===== config.mk =====
export PLATFORM = sky130hd
export DESIGN_NAME = system_bus_arbitration
export DESIGN_NICKNAME = d
export VERILOG_FILES = /design/src/bus_arb_pkg.sv /design/src/sdram_port_arb.sv /design/src/system_bus_arbitration.sv
export SDC_FILE = /design/constraint.sdc
export NUM_CORES = 1
export LEC_CHECK = 0
export BUFFER_PORTS_ARGS = -buffer_cell sky130_fd_sc_hd__buf_2
export CORE_MARGIN = 2
export CORE_UTILIZATION = 55
export DETAILED_ROUTE_END_ITERATION = 6
export GPL_TIMING_DRIVEN = 0
export PLACE_DENSITY = 0.88
export SYNTH_ARGS = -nofsm -noshare
export SYNTH_HDL_FRONTEND = slang
export SYNTH_SLANG_ARGS = --single-unit

===== constraint.sdc =====
create_clock -name ref_clk -period 3.75 [get_ports ref_clk]
set_clock_uncertainty 0.15 [all_clocks]
set_input_delay 0.5625 -clock ref_clk [delete_from_list [all_inputs] [get_ports ref_clk]]
set_output_delay 0.5625 -clock ref_clk [all_outputs]
set_load 0.1 [all_outputs]

===== src/bus_arb_pkg.sv =====
// constants, types and states shared by the system bus arbitration logic
// How it works
// - mastership changes only when idle or at quad end
// - cache line fills are never split between masters
// - every system sdram access is eight half-word beats; a video access is four such bursts
// - pending video request beats system bus request
// - video traffic never stalls rom or peripheral access
// - fast peripheral bus runs on system clock
// - slow peripherals on crystal, registers at bus speed
// - all crystal domain signals are resynchronised safely
// - slow peripheral bus refuses dma transfers
// - dma channel select steers fast peripheral strobes
// - dma controller outranks processor core for grant
package bus_arb_pkg;

    localparam int unsigned ADDR_W       = 32;
    localparam int unsigned DATA_W       = 32;
    localparam int unsigned QUAD_LO      = 2;          // address bit 2
    localparam int unsigned QUAD_HI      = 3;          // address bit 3
    localparam logic [1:0]  QUAD_LAST    = 2'h3;       // last word of a quad
    localparam int unsigned REGION_LO    = 28;         // region field low bit
    localparam int unsigned REGION_HI    = 31;         // region field high bit
    localparam logic [3:0]  REGION_ROM   = 4'h0;
    localparam logic [3:0]  REGION_SDRAM = 4'h4;
    localparam logic [3:0]  REGION_FAST  = 4'h8;
    localparam logic [3:0]  REGION_SLOW  = 4'h9;

    // sdram burst of eight half-words is one quad-word of the 32-bit bus
    localparam int unsigned SDRAM_BEATS    = 8;
    localparam int unsigned BEAT_W         = 3;
    localparam logic [2:0]  BEAT_LAST      = 3'(SDRAM_BEATS - 1);
    // a sixteen word video burst is four quad-word sdram bursts
    localparam int unsigned VIDEO_WORDS    = 16;
    localparam int unsigned WORDS_PER_QUAD = 4;
    localparam logic [1:0]  VID_QUAD_LAST  = 2'(VIDEO_WORDS / WORDS_PER_QUAD - 1);
    localparam logic [ADDR_W-1:0] QUAD_BYTES = 32'h0000_0010;

    localparam int unsigned DMA_CHANNELS = 4;
    localparam int unsigned CHAN_W       = 2;
    localparam int unsigned SYNC_STAGES  = 3;

    // one transfer as seen on the system bus
    typedef struct packed {
        logic              active;
        logic              write;
        logic [ADDR_W-1:0] addr;
    } asb_xfer_t;

    // dma controller side-band towards the fast bridge
    typedef struct packed {
        logic              ack;
        logic [CHAN_W-1:0] chan;
    } dma_side_t;

    typedef enum logic [1:0] {
        OWN_CPU = 2'b01,
        OWN_DMA = 2'b10
    } owner_t;

    typedef enum logic [2:0] {
        SD_IDLE = 3'b001,
        SD_SYS  = 3'b010,
        SD_VID  = 3'b100
    } sd_state_t;

    typedef enum logic [3:0] {
        RG_ROM   = 4'b0001,
        RG_SDRAM = 4'b0010,
        RG_FAST  = 4'b0100,
        RG_SLOW  = 4'b1000
    } region_t;

endpackage : bus_arb_pkg


===== src/sdram_port_arb.sv =====
// two-port sdram access arbiter: video dma port against system bus port
`timescale 1ns/1ps
`default_nettype none
module sdram_port_arb (
    input  wire logic                               ref_clk,
    input  wire logic                               rstn,
    input  wire logic                               sys_req,
    input  wire logic [bus_arb_pkg::ADDR_W-1:0]     sys_addr,
    input  wire logic                               vid_req,
    input  wire logic [bus_arb_pkg::ADDR_W-1:0]     vid_addr,
    output logic                                    sys_done,
    output logic                                    vid_done,
    output logic                                    beat_valid,
    output logic [bus_arb_pkg::ADDR_W-1:0]          beat_addr,
    output logic                                    beat_video
);
    bus_arb_pkg::sd_state_t            state_q, state_d;
    logic [bus_arb_pkg::BEAT_W-1:0]    beat_q,  beat_d;
    logic [1:0]                        vquad_q, vquad_d;
    logic [bus_arb_pkg::ADDR_W-1:0]    addr_q,  addr_d;
    logic                              last_beat;

    assign last_beat = (beat_q == bus_arb_pkg::BEAT_LAST);

    // burst sequencing; video wins at every burst start
    always_comb begin
        state_d  = state_q;
        beat_d   = beat_q;
        vquad_d  = vquad_q;
        addr_d   = addr_q;
        sys_done = 1'b0;
        vid_done = 1'b0;
        unique case (state_q)
            bus_arb_pkg::SD_IDLE: begin
                beat_d = '0;
                if (vid_req) begin
                    state_d = bus_arb_pkg::SD_VID;
                    vquad_d = '0;
                    addr_d  = vid_addr;
                end else if (sys_req) begin
                    state_d = bus_arb_pkg::SD_SYS;
                    addr_d  = sys_addr;
                end
            end
            bus_arb_pkg::SD_SYS: begin
                beat_d = beat_q + 3'h1;
                if (last_beat) begin
                    sys_done = 1'b1;
                    state_d  = bus_arb_pkg::SD_IDLE;
                end
            end
            bus_arb_pkg::SD_VID: begin
                beat_d = beat_q + 3'h1;
                if (last_beat) begin
                    addr_d  = addr_q + bus_arb_pkg::QUAD_BYTES;
                    vquad_d = vquad_q + 2'h1;
                    if (vquad_q == bus_arb_pkg::VID_QUAD_LAST) begin
                        vid_done = 1'b1;
                        state_d  = bus_arb_pkg::SD_IDLE;
                    end
                end
            end
        endcase
    end

    always_ff @(posedge ref_clk or negedge rstn) begin
        if (!rstn) begin
            state_q <= bus_arb_pkg::SD_IDLE;
            beat_q  <= '0;
            vquad_q <= '0;
            addr_q  <= '0;
        end else begin
            state_q <= state_d;
            beat_q  <= beat_d;
            vquad_q <= vquad_d;
            addr_q  <= addr_d;
        end
    end

    // beat stream towards the memory pins
    assign beat_valid = (state_q != bus_arb_pkg::SD_IDLE);
    assign beat_video = (state_q == bus_arb_pkg::SD_VID);
    assign beat_addr  = addr_q;

endmodule : sdram_port_arb
`default_nettype wire


===== src/system_bus_arbitration.sv =====
// system bus arbiter, sdram port arbitration and peripheral bridge steering
`timescale 1ns/1ps
`default_nettype none
module system_bus_arbitration (
    input  wire logic                                   ref_clk,
    input  wire logic                                   rstn,
    input  wire logic                                   cpu_req,
    input  wire logic                                   dma_req,
    input  wire bus_arb_pkg::asb_xfer_t                 xfer,
    output logic                                        cpu_grant,
    output logic                                        dma_grant,
    output logic                                        bus_wait,
    output logic                                        bus_error,
    output logic                                        rom_sel,
    output logic                                        sdram_sel,
    input  wire logic                                   vid_req,
    input  wire logic [bus_arb_pkg::ADDR_W-1:0]         vid_addr,
    output logic                                        vid_done,
    output logic                                        sd_beat_valid,
    output logic [bus_arb_pkg::ADDR_W-1:0]              sd_beat_addr,
    output logic                                        sd_beat_video,
    input  wire bus_arb_pkg::dma_side_t                 dma_side,
    output logic                                        fast_sel,
    output logic                                        fast_write,
    output logic [bus_arb_pkg::DMA_CHANNELS-1:0]        fast_dma_sel,
    input  wire logic                                   xtal_clk,
    input  wire logic [bus_arb_pkg::DATA_W-1:0]         slow_rdata_in,
    output logic                                        slow_sel,
    output logic                                        slow_write,
    output logic                                        slow_xtal_tick,
    output logic [bus_arb_pkg::DATA_W-1:0]              slow_rdata
);
    // region decode, shared by select, wait and dma refusal logic
    function automatic bus_arb_pkg::region_t region_of(
        input logic [bus_arb_pkg::ADDR_W-1:0] a);
        logic [3:0] field;
        field = a[bus_arb_pkg::REGION_HI:bus_arb_pkg::REGION_LO];
        if (field == bus_arb_pkg::REGION_SDRAM)
            return bus_arb_pkg::RG_SDRAM;
        else if (field == bus_arb_pkg::REGION_FAST)
            return bus_arb_pkg::RG_FAST;
        else if (field == bus_arb_pkg::REGION_SLOW)
            return bus_arb_pkg::RG_SLOW;
        else
            return bus_arb_pkg::RG_ROM;
    endfunction : region_of

    bus_arb_pkg::region_t  region;
    bus_arb_pkg::owner_t   owner_q, owner_d;
    logic                  arb_point;
    logic                  quad_end;
    logic                  sd_busy_q, sd_busy_d;
    logic                  sys_sd_req;
    logic                  sys_done;
    logic                  dma_xfer;

    assign region   = region_of(xfer.addr);
    assign dma_xfer = xfer.active && (owner_q == bus_arb_pkg::OWN_DMA);

    // quad-word end: address bits 3 and 2 both set, transfer not stalled
    assign quad_end  = (xfer.addr[bus_arb_pkg::QUAD_HI:bus_arb_pkg::QUAD_LO]
                        == bus_arb_pkg::QUAD_LAST) && !bus_wait;
    // a line fill walks a whole quad, so it is never cut mid-line
    assign arb_point = !xfer.active || quad_end;

    // mastership: dma first, then cpu, else the owner stays
    always_comb begin
        owner_d = owner_q;
        if (arb_point) begin
            if (dma_req)
                owner_d = bus_arb_pkg::OWN_DMA;
            else if (cpu_req)
                owner_d = bus_arb_pkg::OWN_CPU;
        end
    end

    always_ff @(posedge ref_clk or negedge rstn) begin
        if (!rstn)
            owner_q <= bus_arb_pkg::OWN_CPU;
        else
            owner_q <= owner_d;
    end

    assign cpu_grant = (owner_q == bus_arb_pkg::OWN_CPU);
    assign dma_grant = (owner_q == bus_arb_pkg::OWN_DMA);

    // system side of the sdram port: one burst per access, wait until done
    assign sys_sd_req = xfer.active && (region == bus_arb_pkg::RG_SDRAM)
                        && !sd_busy_q;

    // busy only from the edge at which the idle port really takes the system request;
    // a waiting video request wins that edge and the system request must stay up
    always_comb begin
        sd_busy_d = sd_busy_q;
        if (sys_done)
            sd_busy_d = 1'b0;
        else if (sys_sd_req && !sd_beat_valid && !vid_req)
            sd_busy_d = 1'b1;
    end

    always_ff @(posedge ref_clk or negedge rstn) begin
        if (!rstn)
            sd_busy_q <= 1'b0;
        else
            sd_busy_q <= sd_busy_d;
    end

    sdram_port_arb u_sdram_port (
        .ref_clk    (ref_clk),
        .rstn       (rstn),
        .sys_req    (sys_sd_req),
        .sys_addr   (xfer.addr),
        .vid_req    (vid_req),
        .vid_addr   (vid_addr),
        .sys_done   (sys_done),
        .vid_done   (vid_done),
        .beat_valid (sd_beat_valid),
        .beat_addr  (sd_beat_addr),
        .beat_video (sd_beat_video)
    );

    // only sdram accesses may stall; rom and peripherals never see video
    assign bus_wait = xfer.active && (region == bus_arb_pkg::RG_SDRAM)
                      && !sys_done;

    // dma aimed at the slow bus is refused with an error answer
    assign bus_error = dma_xfer && (region == bus_arb_pkg::RG_SLOW);

    // slave selects and fast bridge steering, registered
    logic                                     rom_sel_d, sdram_sel_d;
    logic                                     fast_sel_d, fast_write_d;
    logic                                     slow_sel_d, slow_write_d;
    logic [bus_arb_pkg::DMA_CHANNELS-1:0]     fast_dma_sel_d;
    logic                                     rom_sel_q, sdram_sel_q;
    logic                                     fast_sel_q, fast_write_q;
    logic                                     slow_sel_q, slow_write_q;
    logic [bus_arb_pkg::DMA_CHANNELS-1:0]     fast_dma_sel_q;

    always_comb begin
        rom_sel_d      = xfer.active && (region == bus_arb_pkg::RG_ROM);
        sdram_sel_d    = xfer.active && (region == bus_arb_pkg::RG_SDRAM);
        slow_sel_d     = xfer.active && (region == bus_arb_pkg::RG_SLOW)
                         && !dma_xfer;
        slow_write_d   = xfer.write;
        fast_sel_d     = xfer.active && (region == bus_arb_pkg::RG_FAST)
                         && !dma_side.ack;
        fast_write_d   = xfer.write;
        fast_dma_sel_d = '0;
        if (dma_xfer && dma_side.ack) begin
            // fly-by: peripheral direction is the reverse of the bus one
            fast_write_d = !xfer.write;
            for (int i = 0; i < bus_arb_pkg::DMA_CHANNELS; i++) begin
                fast_dma_sel_d[i] = (dma_side.chan == i[bus_arb_pkg::CHAN_W-1:0]);
            end
        end
    end

    always_ff @(posedge ref_clk or negedge rstn) begin
        if (!rstn) begin
            rom_sel_q      <= 1'b0;
            sdram_sel_q    <= 1'b0;
            fast_sel_q     <= 1'b0;
            fast_write_q   <= 1'b0;
            fast_dma_sel_q <= '0;
            slow_sel_q     <= 1'b0;
            slow_write_q   <= 1'b0;
        end else begin
            rom_sel_q      <= rom_sel_d;
            sdram_sel_q    <= sdram_sel_d;
            fast_sel_q     <= fast_sel_d;
            fast_write_q   <= fast_write_d;
            fast_dma_sel_q <= fast_dma_sel_d;
            slow_sel_q     <= slow_sel_d;
            slow_write_q   <= slow_write_d;
        end
    end

    assign rom_sel      = rom_sel_q;
    assign sdram_sel    = sdram_sel_q;
    assign fast_sel     = fast_sel_q;
    assign fast_write   = fast_write_q;
    assign fast_dma_sel = fast_dma_sel_q;
    assign slow_sel     = slow_sel_q;
    assign slow_write   = slow_write_q;

    // crystal clock and slow read data pass three flops each
    logic [bus_arb_pkg::SYNC_STAGES-1:0]  xtal_sync_q, xtal_sync_d;
    logic [bus_arb_pkg::DATA_W-1:0]       rd_s1_q, rd_s2_q, rd_s3_q;
    logic [bus_arb_pkg::DATA_W-1:0]       rd_s1_d, rd_s2_d, rd_s3_d;
    logic                                 xtal_lvl_q, xtal_lvl_d;
    logic                                 tick_q, tick_d;
    logic [bus_arb_pkg::DATA_W-1:0]       rdata_q, rdata_d;

    always_comb begin
        xtal_sync_d = {xtal_sync_q[bus_arb_pkg::SYNC_STAGES-2:0], xtal_clk};
        rd_s1_d     = slow_rdata_in;
        rd_s2_d     = rd_s1_q;
        rd_s3_d     = rd_s2_q;
        xtal_lvl_d  = xtal_lvl_q;
        tick_d      = 1'b0;
        rdata_d     = rdata_q;
        // a level counts once stages two and three agree
        if (xtal_sync_q[1] == xtal_sync_q[2]) begin
            xtal_lvl_d = xtal_sync_q[2];
            tick_d     = xtal_sync_q[2] && !xtal_lvl_q;
        end
        // a data word is taken only while it is stable across stages two and three
        if (rd_s2_q == rd_s3_q)
            rdata_d = rd_s3_q;
    end

    always_ff @(posedge ref_clk or negedge rstn) begin
        if (!rstn) begin
            xtal_sync_q <= '0;
            rd_s1_q     <= '0;
            rd_s2_q     <= '0;
            rd_s3_q     <= '0;
            xtal_lvl_q  <= 1'b0;
            tick_q      <= 1'b0;
            rdata_q     <= '0;
        end else begin
            xtal_sync_q <= xtal_sync_d;
            rd_s1_q     <= rd_s1_d;
            rd_s2_q     <= rd_s2_d;
            rd_s3_q     <= rd_s3_d;
            xtal_lvl_q  <= xtal_lvl_d;
            tick_q      <= tick_d;
            rdata_q     <= rdata_d;
        end
    end

    assign slow_xtal_tick = tick_q;
    assign slow_rdata     = rdata_q;

endmodule : system_bus_arbitration
`default_nettype wire


==> flow_summary.json, run 1 <==
{
  "synthTopCellsByArea": "dfrtp_1 63%, mux2_2 8.0%, xnor2_1 4.1%",
  "antenna_found_initial": 0,
  "crit_type": "reg2out",
  "grt_max_degree": 136,
  "r2r_setup_slack_ns": 1.22,
  "finalWirelength_um": 18400,
  "reg2reg_from": "u_sdram_port.state_q[0]",
  "critical_path.reg2reg.endpoint": "u_sdram_port.beat_addr[10]",
  "critPathMaxFanout": 10,
  "power.density_nw_per_um2": 706,
  "drc": 0,
  "post-dp-hpwl_um": 12700,
  "via_count": 5369,
  "synth_top_cell_by_area": "dfrtp_1",
  "die_height_um": 119,
  "async_reset_ff_share_pct": 100,
  "setup_violations": 0,
  "worst_slew_pin_slew_ns": 0.851,
  "pin_count": 189,
  "die_area_um2": 14200,
  "timing.critical_path.buf_inv": 4,
  "rsz0062_at_grt": "false",
  "grtUsageTotal_pct": 27.3,
  "cts.sinks": 186,
  "cts-root-buf": "clkbuf_16",
  "stdcell_count": 964,
  "final.period_utilization_pct": 94.4,
  "stdcell_area_um2": 9100,
  "cp.arrival_ns": 2.83,
  "yosysWarnings": 0,
  "hold_viol": 0,
  "clockBufferDepth": 2,
  "status": "finished clean",
  "rows": 42,
  "synth.top_cell.area_share_pct": 63.2,
  "path_clk_slew_ns": 0.07,
  "syn_area_um2": 7290,
  "cp-end-kind": "output port",
  "final_common_cell": "buf_2",
  "start_util_pct": 55.7,
  "path_common_cell": "clkbuf_1",
  "grt_pass1_wl_um": 29200,
  "setup-tns-final_ns": 0,
  "critPathSlowestCell": "or3b_2",
  "maxCapViolCount": 0,
  "cts_tree": "built",
  "multiInputGateArea_um2": 2470,
  "syn-num-nets": 678,
  "cp_top_family": "buffers and inverters",
  "synth_cells": 567,
  "insertion_delay_ns": 0.43,
  "n_antenna_cell": 0,
  "synth_cell_types": 60,
  "drv_slew": 0,
  "cts.repair.resized": 0,
  "regArea_um2": 4660,
  "avgSynthCellArea_um2": 12.9,
  "nFillCells": 888,
  "worst_ir_drop_vdd_mv": 0.779,
  "layout_common_cells": "194 x buf_2, 184 x dfrtp_1, 52 x mux2_2",
  "drive_gt1_share_pct": 37.1,
  "nets": 886,
  "placed_cells": 931,
  "period_needed_ns": 3.54,
  "gp_congestion": 0.883,
  "area_growth_pct": 24.8,
  "drtIter0Drc": 362,
  "h-tree-depth": 4,
  "timing.slew.headroom_pct": 42.8,
  "synth-edff-count": 0,
  "holdPathStages": 1,
  "p_leak_nw": 4.34,
  "grt_pass1_vias": 5640,
  "viasPerCell": 5.57,
  "io_buffers": 187,
  "utilization_pct": 69.5,
  "drt_pre_antenna_iters": 5,
  "min-delay-path-class": "in2reg",
  "fmax_ghz": 0.282,
  "grt_overflow_total": 0,
  "hold_ws_ns": 0.0836,
  "crit_chain": "clkbuf_1 -> or3b_2 -> clkbuf_1 -> clkbuf_1 -> nor2_1 -> buf_2",
  "synth-seq-cells": 186,
  "wl_per_cell_um": 19.1,
  "fp.dieW_um": 119,
  "cts_buffers": 17,
  "holdPathEnd": "xtal_sync_q[0]",
  "place_area_um2": 8480,
  "cp_slowest_stage_delay_ns": 0.56,
  "fp.coreArea_um2": 13100,
  "r2r_cells": 7,
  "hold_start": "xtal_clk",
  "start_kind": "flop",
  "worstPathRequired_ns": 3.04,
  "detail-route-antenna-nets": 0,
  "ys.flop_type": "dfrtp_1",
  "ys_seq_area_share_pct": 63.9
}
-- flip-flops by register name, summed over array words and instances (netlist names), 4 cells and up --
| register | cells |
|---|---|
| u_sdram_port.beat_addr | 32 |
| slow_rdata | 32 |
| rd_s1_q | 32 |
| rd_s2_q | 32 |
| fast_dma_sel | 4 |
| rd_s3_q | 32 |
-- layout make-up --
type                            count  share of cell area, %
Multi-Input combinational cell    347                   27.2
Tap cell                          176                   2.42
Sequential cell                   186                   51.2
Timing Repair Buffer              189                   10.8
Buffer                             28                   1.47
Clock buffer                       21                   5.17
Clock inverter                     11                   1.49
Inverter                            6                  0.248
-- power by group --
part / switching [mW] / internal [mW]
clock: 0.768 / 1.05
combinational: 1.66 / 0.422
sequential: 0.280 / 2.25
-- cell families (layout without fill, tap and decap cells) --
| group | count (synthesis) | in the layout | share of synthesized area (%) |
|---|---|---|---|
| compound gates | 112 | 112 | 9.96 |
| xor+xnor | 34 | 34 | 4.09 |
| fa+ha+maj | 5 | 5 | 0.824 |
| buf+inv | 34 | 255 | 2.15 |
| flops | 186 | 186 | 63.9 |
| mux | 65 | 65 | 9.82 |
| simple gates | 131 | 131 | 9.25 |
-- Yosys cell counts, drive strengths merged, types with 2 or more instances --
| library cell | n |
|---|---|
| dfrtp | 184 |
| mux2 | 52 |
| xnor2 | 34 |
| nand2 | 31 |
| a21oi | 30 |
| nor2 | 26 |
| o21ai | 23 |
| clkbuf | 16 |
| nand3 | 15 |
| nand4 | 15 |
| mux2i | 13 |
| buf | 12 |
| a211oi | 11 |
| o22ai | 10 |
| nor2b | 8 |
| nor3 | 8 |
| o22a | 6 |
| a31oi | 5 |
| and3 | 5 |
| inv | 5 |
| nor4 | 5 |
| and2 | 4 |
| ha | 4 |
| o31ai | 4 |
| a22oi | 3 |
| nand3b | 3 |
| nor3b | 3 |
| a21o | 2 |
| a22o | 2 |
| a2bb2oi | 2 |
| and4 | 2 |
| dfstp | 2 |
| o21a | 2 |
| or3 | 2 |
-- routing by layer --
metal	share of wire, %	vias up	GRT usage (%)
met5	0	-	0
met4	3.0	0	13.0
met3	7.2	49	6.23
met2	51	275	46.0
met1	39	2588	33.3
li1	-	2457	-
-- worst max path at each step --
stage	from	end	slack [ns]	cells after the start
floorplan	xfer[30]	bus_error	0.002	3
global placement	rstn	owner_q[1]	-0.72	1
detailed placement	u_sdram_port.state_q[1]	vid_done	0.69	6
CTS	u_sdram_port.state_q[1]	vid_done	0.23	6
global route	u_sdram_port.state_q[1]	vid_done	0.13	6
finish	u_sdram_port.state_q[1]	vid_done	0.21	6
-- through the flow --
stage                     worst slack, ns  total power, mW
after floorplan                   0.00237             4.13
after global placement             -0.719             4.57
after detailed placement            0.694             4.62
after CTS                           0.226             6.44
after global routing                0.132             6.69
final                               0.208             6.43
-- what timing repair did --
action / in CTS / in global routing
setup endpoints to repair: 0 / 0
hold buffers: 1 / 0
hold endpoints to repair: 51 / 0
buffers inserted: 0 / 0
Power figures use the tool's default switching activity.
==> run 2: changes to the inputs <==
Settings changed: CAP_MARGIN set to 30, GPL_TIMING_DRIVEN 0 to not set.
==> run 2 against run 1 <==
Against the previous run:
- combinational power is 3% lower
- worst hold slack got worse by 0.026 ns
- worst setup slack improved by 0.49 ns
- non-clock buffer count fell by 19
- sequential share of layout area grew 0.61 points
- wire length fell by 9.4%
- core utilization decreased by 0.81 points
- sequential power about the same
- via count down 1.1%
- clock power shrank 5%
- total power is 2.1% lower
==> flow_summary.json, run 2 (synthesis gave the netlist of run 1 again) <==
{
  "timing.critical_path.buf_inv": 1,
  "start_util_pct": 55.7,
  "wl_per_cell_um": 17.6,
  "die_height_um": 119,
  "setup-tns-final_ns": 0,
  "regArea_um2": 4660,
  "status": "finished clean",
  "clockBufferDepth": 2,
  "drtIter0Drc": 345,
  "h-tree-depth": 4,
  "worst_ir_drop_vdd_mv": 0.818,
  "hold_ws_ns": 0.0581,
  "rsz0062_at_grt": "false",
  "grt_overflow_total": 0,
  "grtUsageTotal_pct": 24.7,
  "final_common_cell": "buf_2",
  "cp_slowest_stage_delay_ns": 0.80,
  "fmax_ghz": 0.328,
  "crit_type": "reg2out",
  "cts.repair.resized": 0,
  "cts_tree": "built",
  "setup_violations": 0,
  "critPathSlowestCell": "or3b_2",
  "cp_top_family": "simple AND/OR/NAND/NOR gates",
  "antenna_found_initial": 0,
  "path_clk_slew_ns": 0.07,
  "hold_buffers": 0,
  "area_growth_pct": 23.4,
  "final.period_utilization_pct": 81.3,
  "insertion_delay_ns": 0.42,
  "hold_viol": 0,
  "worst_slew_pin_slew_ns": 0.861,
  "timing.slew.headroom_pct": 42.2,
  "drive_gt1_share_pct": 38.1,
  "period_needed_ns": 3.05,
  "gp_congestion": 0.882,
  "layout_common_cells": "187 x buf_2, 184 x dfrtp_1, 52 x mux2_2",
  "maxCapViolCount": 0,
  "rows": 42,
  "p_leak_nw": 4.29,
  "crit_chain": "or3b_2 -> nor2_1 -> buf_2",
  "io_buffers": 188,
  "viasPerCell": 5.62,
  "grt_pass1_vias": 5453,
  "n_antenna_cell": 0,
  "stdcell_count": 945,
  "drc": 0,
  "grt_max_degree": 92,
  "cp.arrival_ns": 2.34,
  "start_kind": "flop",
  "nets": 867,
  "detail-route-antenna-nets": 0,
  "via_count": 5311,
  "cts.sinks": 186,
  "finalWirelength_um": 16700,
  "post-dp-hpwl_um": 11700,
  "multiInputGateArea_um2": 2490,
  "fp.dieW_um": 119,
  "fp.coreArea_um2": 13100,
  "postCtsSetupBuffers": 0,
  "nFillCells": 915,
  "placed_cells": 913,
  "grt_pass1_wl_um": 27100,
  "drt_pre_antenna_iters": 5,
  "critPathMaxFanout": 30,
  "worstPathRequired_ns": 3.04,
  "cp-end-kind": "output port",
  "stdcell_area_um2": 8990,
  "place_area_um2": 8410,
  "die_area_um2": 14200,
  "power.density_nw_per_um2": 700,
  "min-delay-path-class": "in2async",
  "cts_buffers": 17,
  "drv_slew": 0,
  "pin_count": 189,
  "cts-root-buf": "clkbuf_16"
}
## run 2: cell types whose count changed in the layout (fill, tap and decap cells not counted), moves of 3 or more
cell / previous run / this run
buf_4: 0 / 10
buf_2: 194 / 187
clkbuf_1: 15 / 0
inv_6: 2 / 5
buf_1: 3 / 0
## run 2: where the power goes
part | switching, mW | internal (mW)
sequential | 0.299 | 2.25
combinational | 1.61 | 0.405
clock | 0.787 | 0.941
## run 2: path summary, 6_finish.rpt
path                            slack [ns]  cells past startpoint                    endpoint               startpoint
max in group asynchronous             2.41                      2                  owner_q[0]                     rstn
worst max-delay path                  0.70                      3                    vid_done  u_sdram_port.state_q[1]
min in group ref_clk                  0.09                      1                 rd_s1_q[21]        slow_rdata_in[21]
worst max register to register        1.11                      6  u_sdram_port.beat_addr[31]  u_sdram_port.state_q[0]
worst min-delay path                  0.06                      1                  rd_s2_q[8]                     rstn
worst min register to register        0.19                      0                  rd_s2_q[0]               rd_s1_q[0]
## run 2: worst register-to-register path, cell delays in order (launching register included)
cell and delay [ns]:
dfstp_2 0.60, or3b_2 0.57, clkinv_1 0.27, buf_4 0.29, a211oi_1 0.24, a211oi_1 0.07, a221o_1 0.33
## run 2: final cells by class
class                   instances  area share [%]
clock buffers                  21            5.34
clock inverters                11            1.09
inverters                       6           0.251
multi-input cells             347            27.7
flip-flops and latches        186            51.8
well taps                     176            2.45
repair buffers                198            11.4
## run 2: per-layer routing
layer / global-route usage (%) / part of all wire (%)
met2: 42.2 / 52
met1: 30.2 / 40
met4: 8.71 / 1.2
met3: 6.75 / 6.8
met5: 0 / 0
## run 2: stage by stage
step | power [mW] | utilization [%] | setup WS [ns]
after floorplan | 4.13 | - | 0.00237
after global placement | 4.53 | 64.3 | 1.20
after detailed placement | 4.58 | 64.3 | 1.13
after CTS | 6.33 | 68.7 | 0.696
after global routing | 6.55 | 68.7 | 0.617
final | 6.29 | 68.7 | 0.702
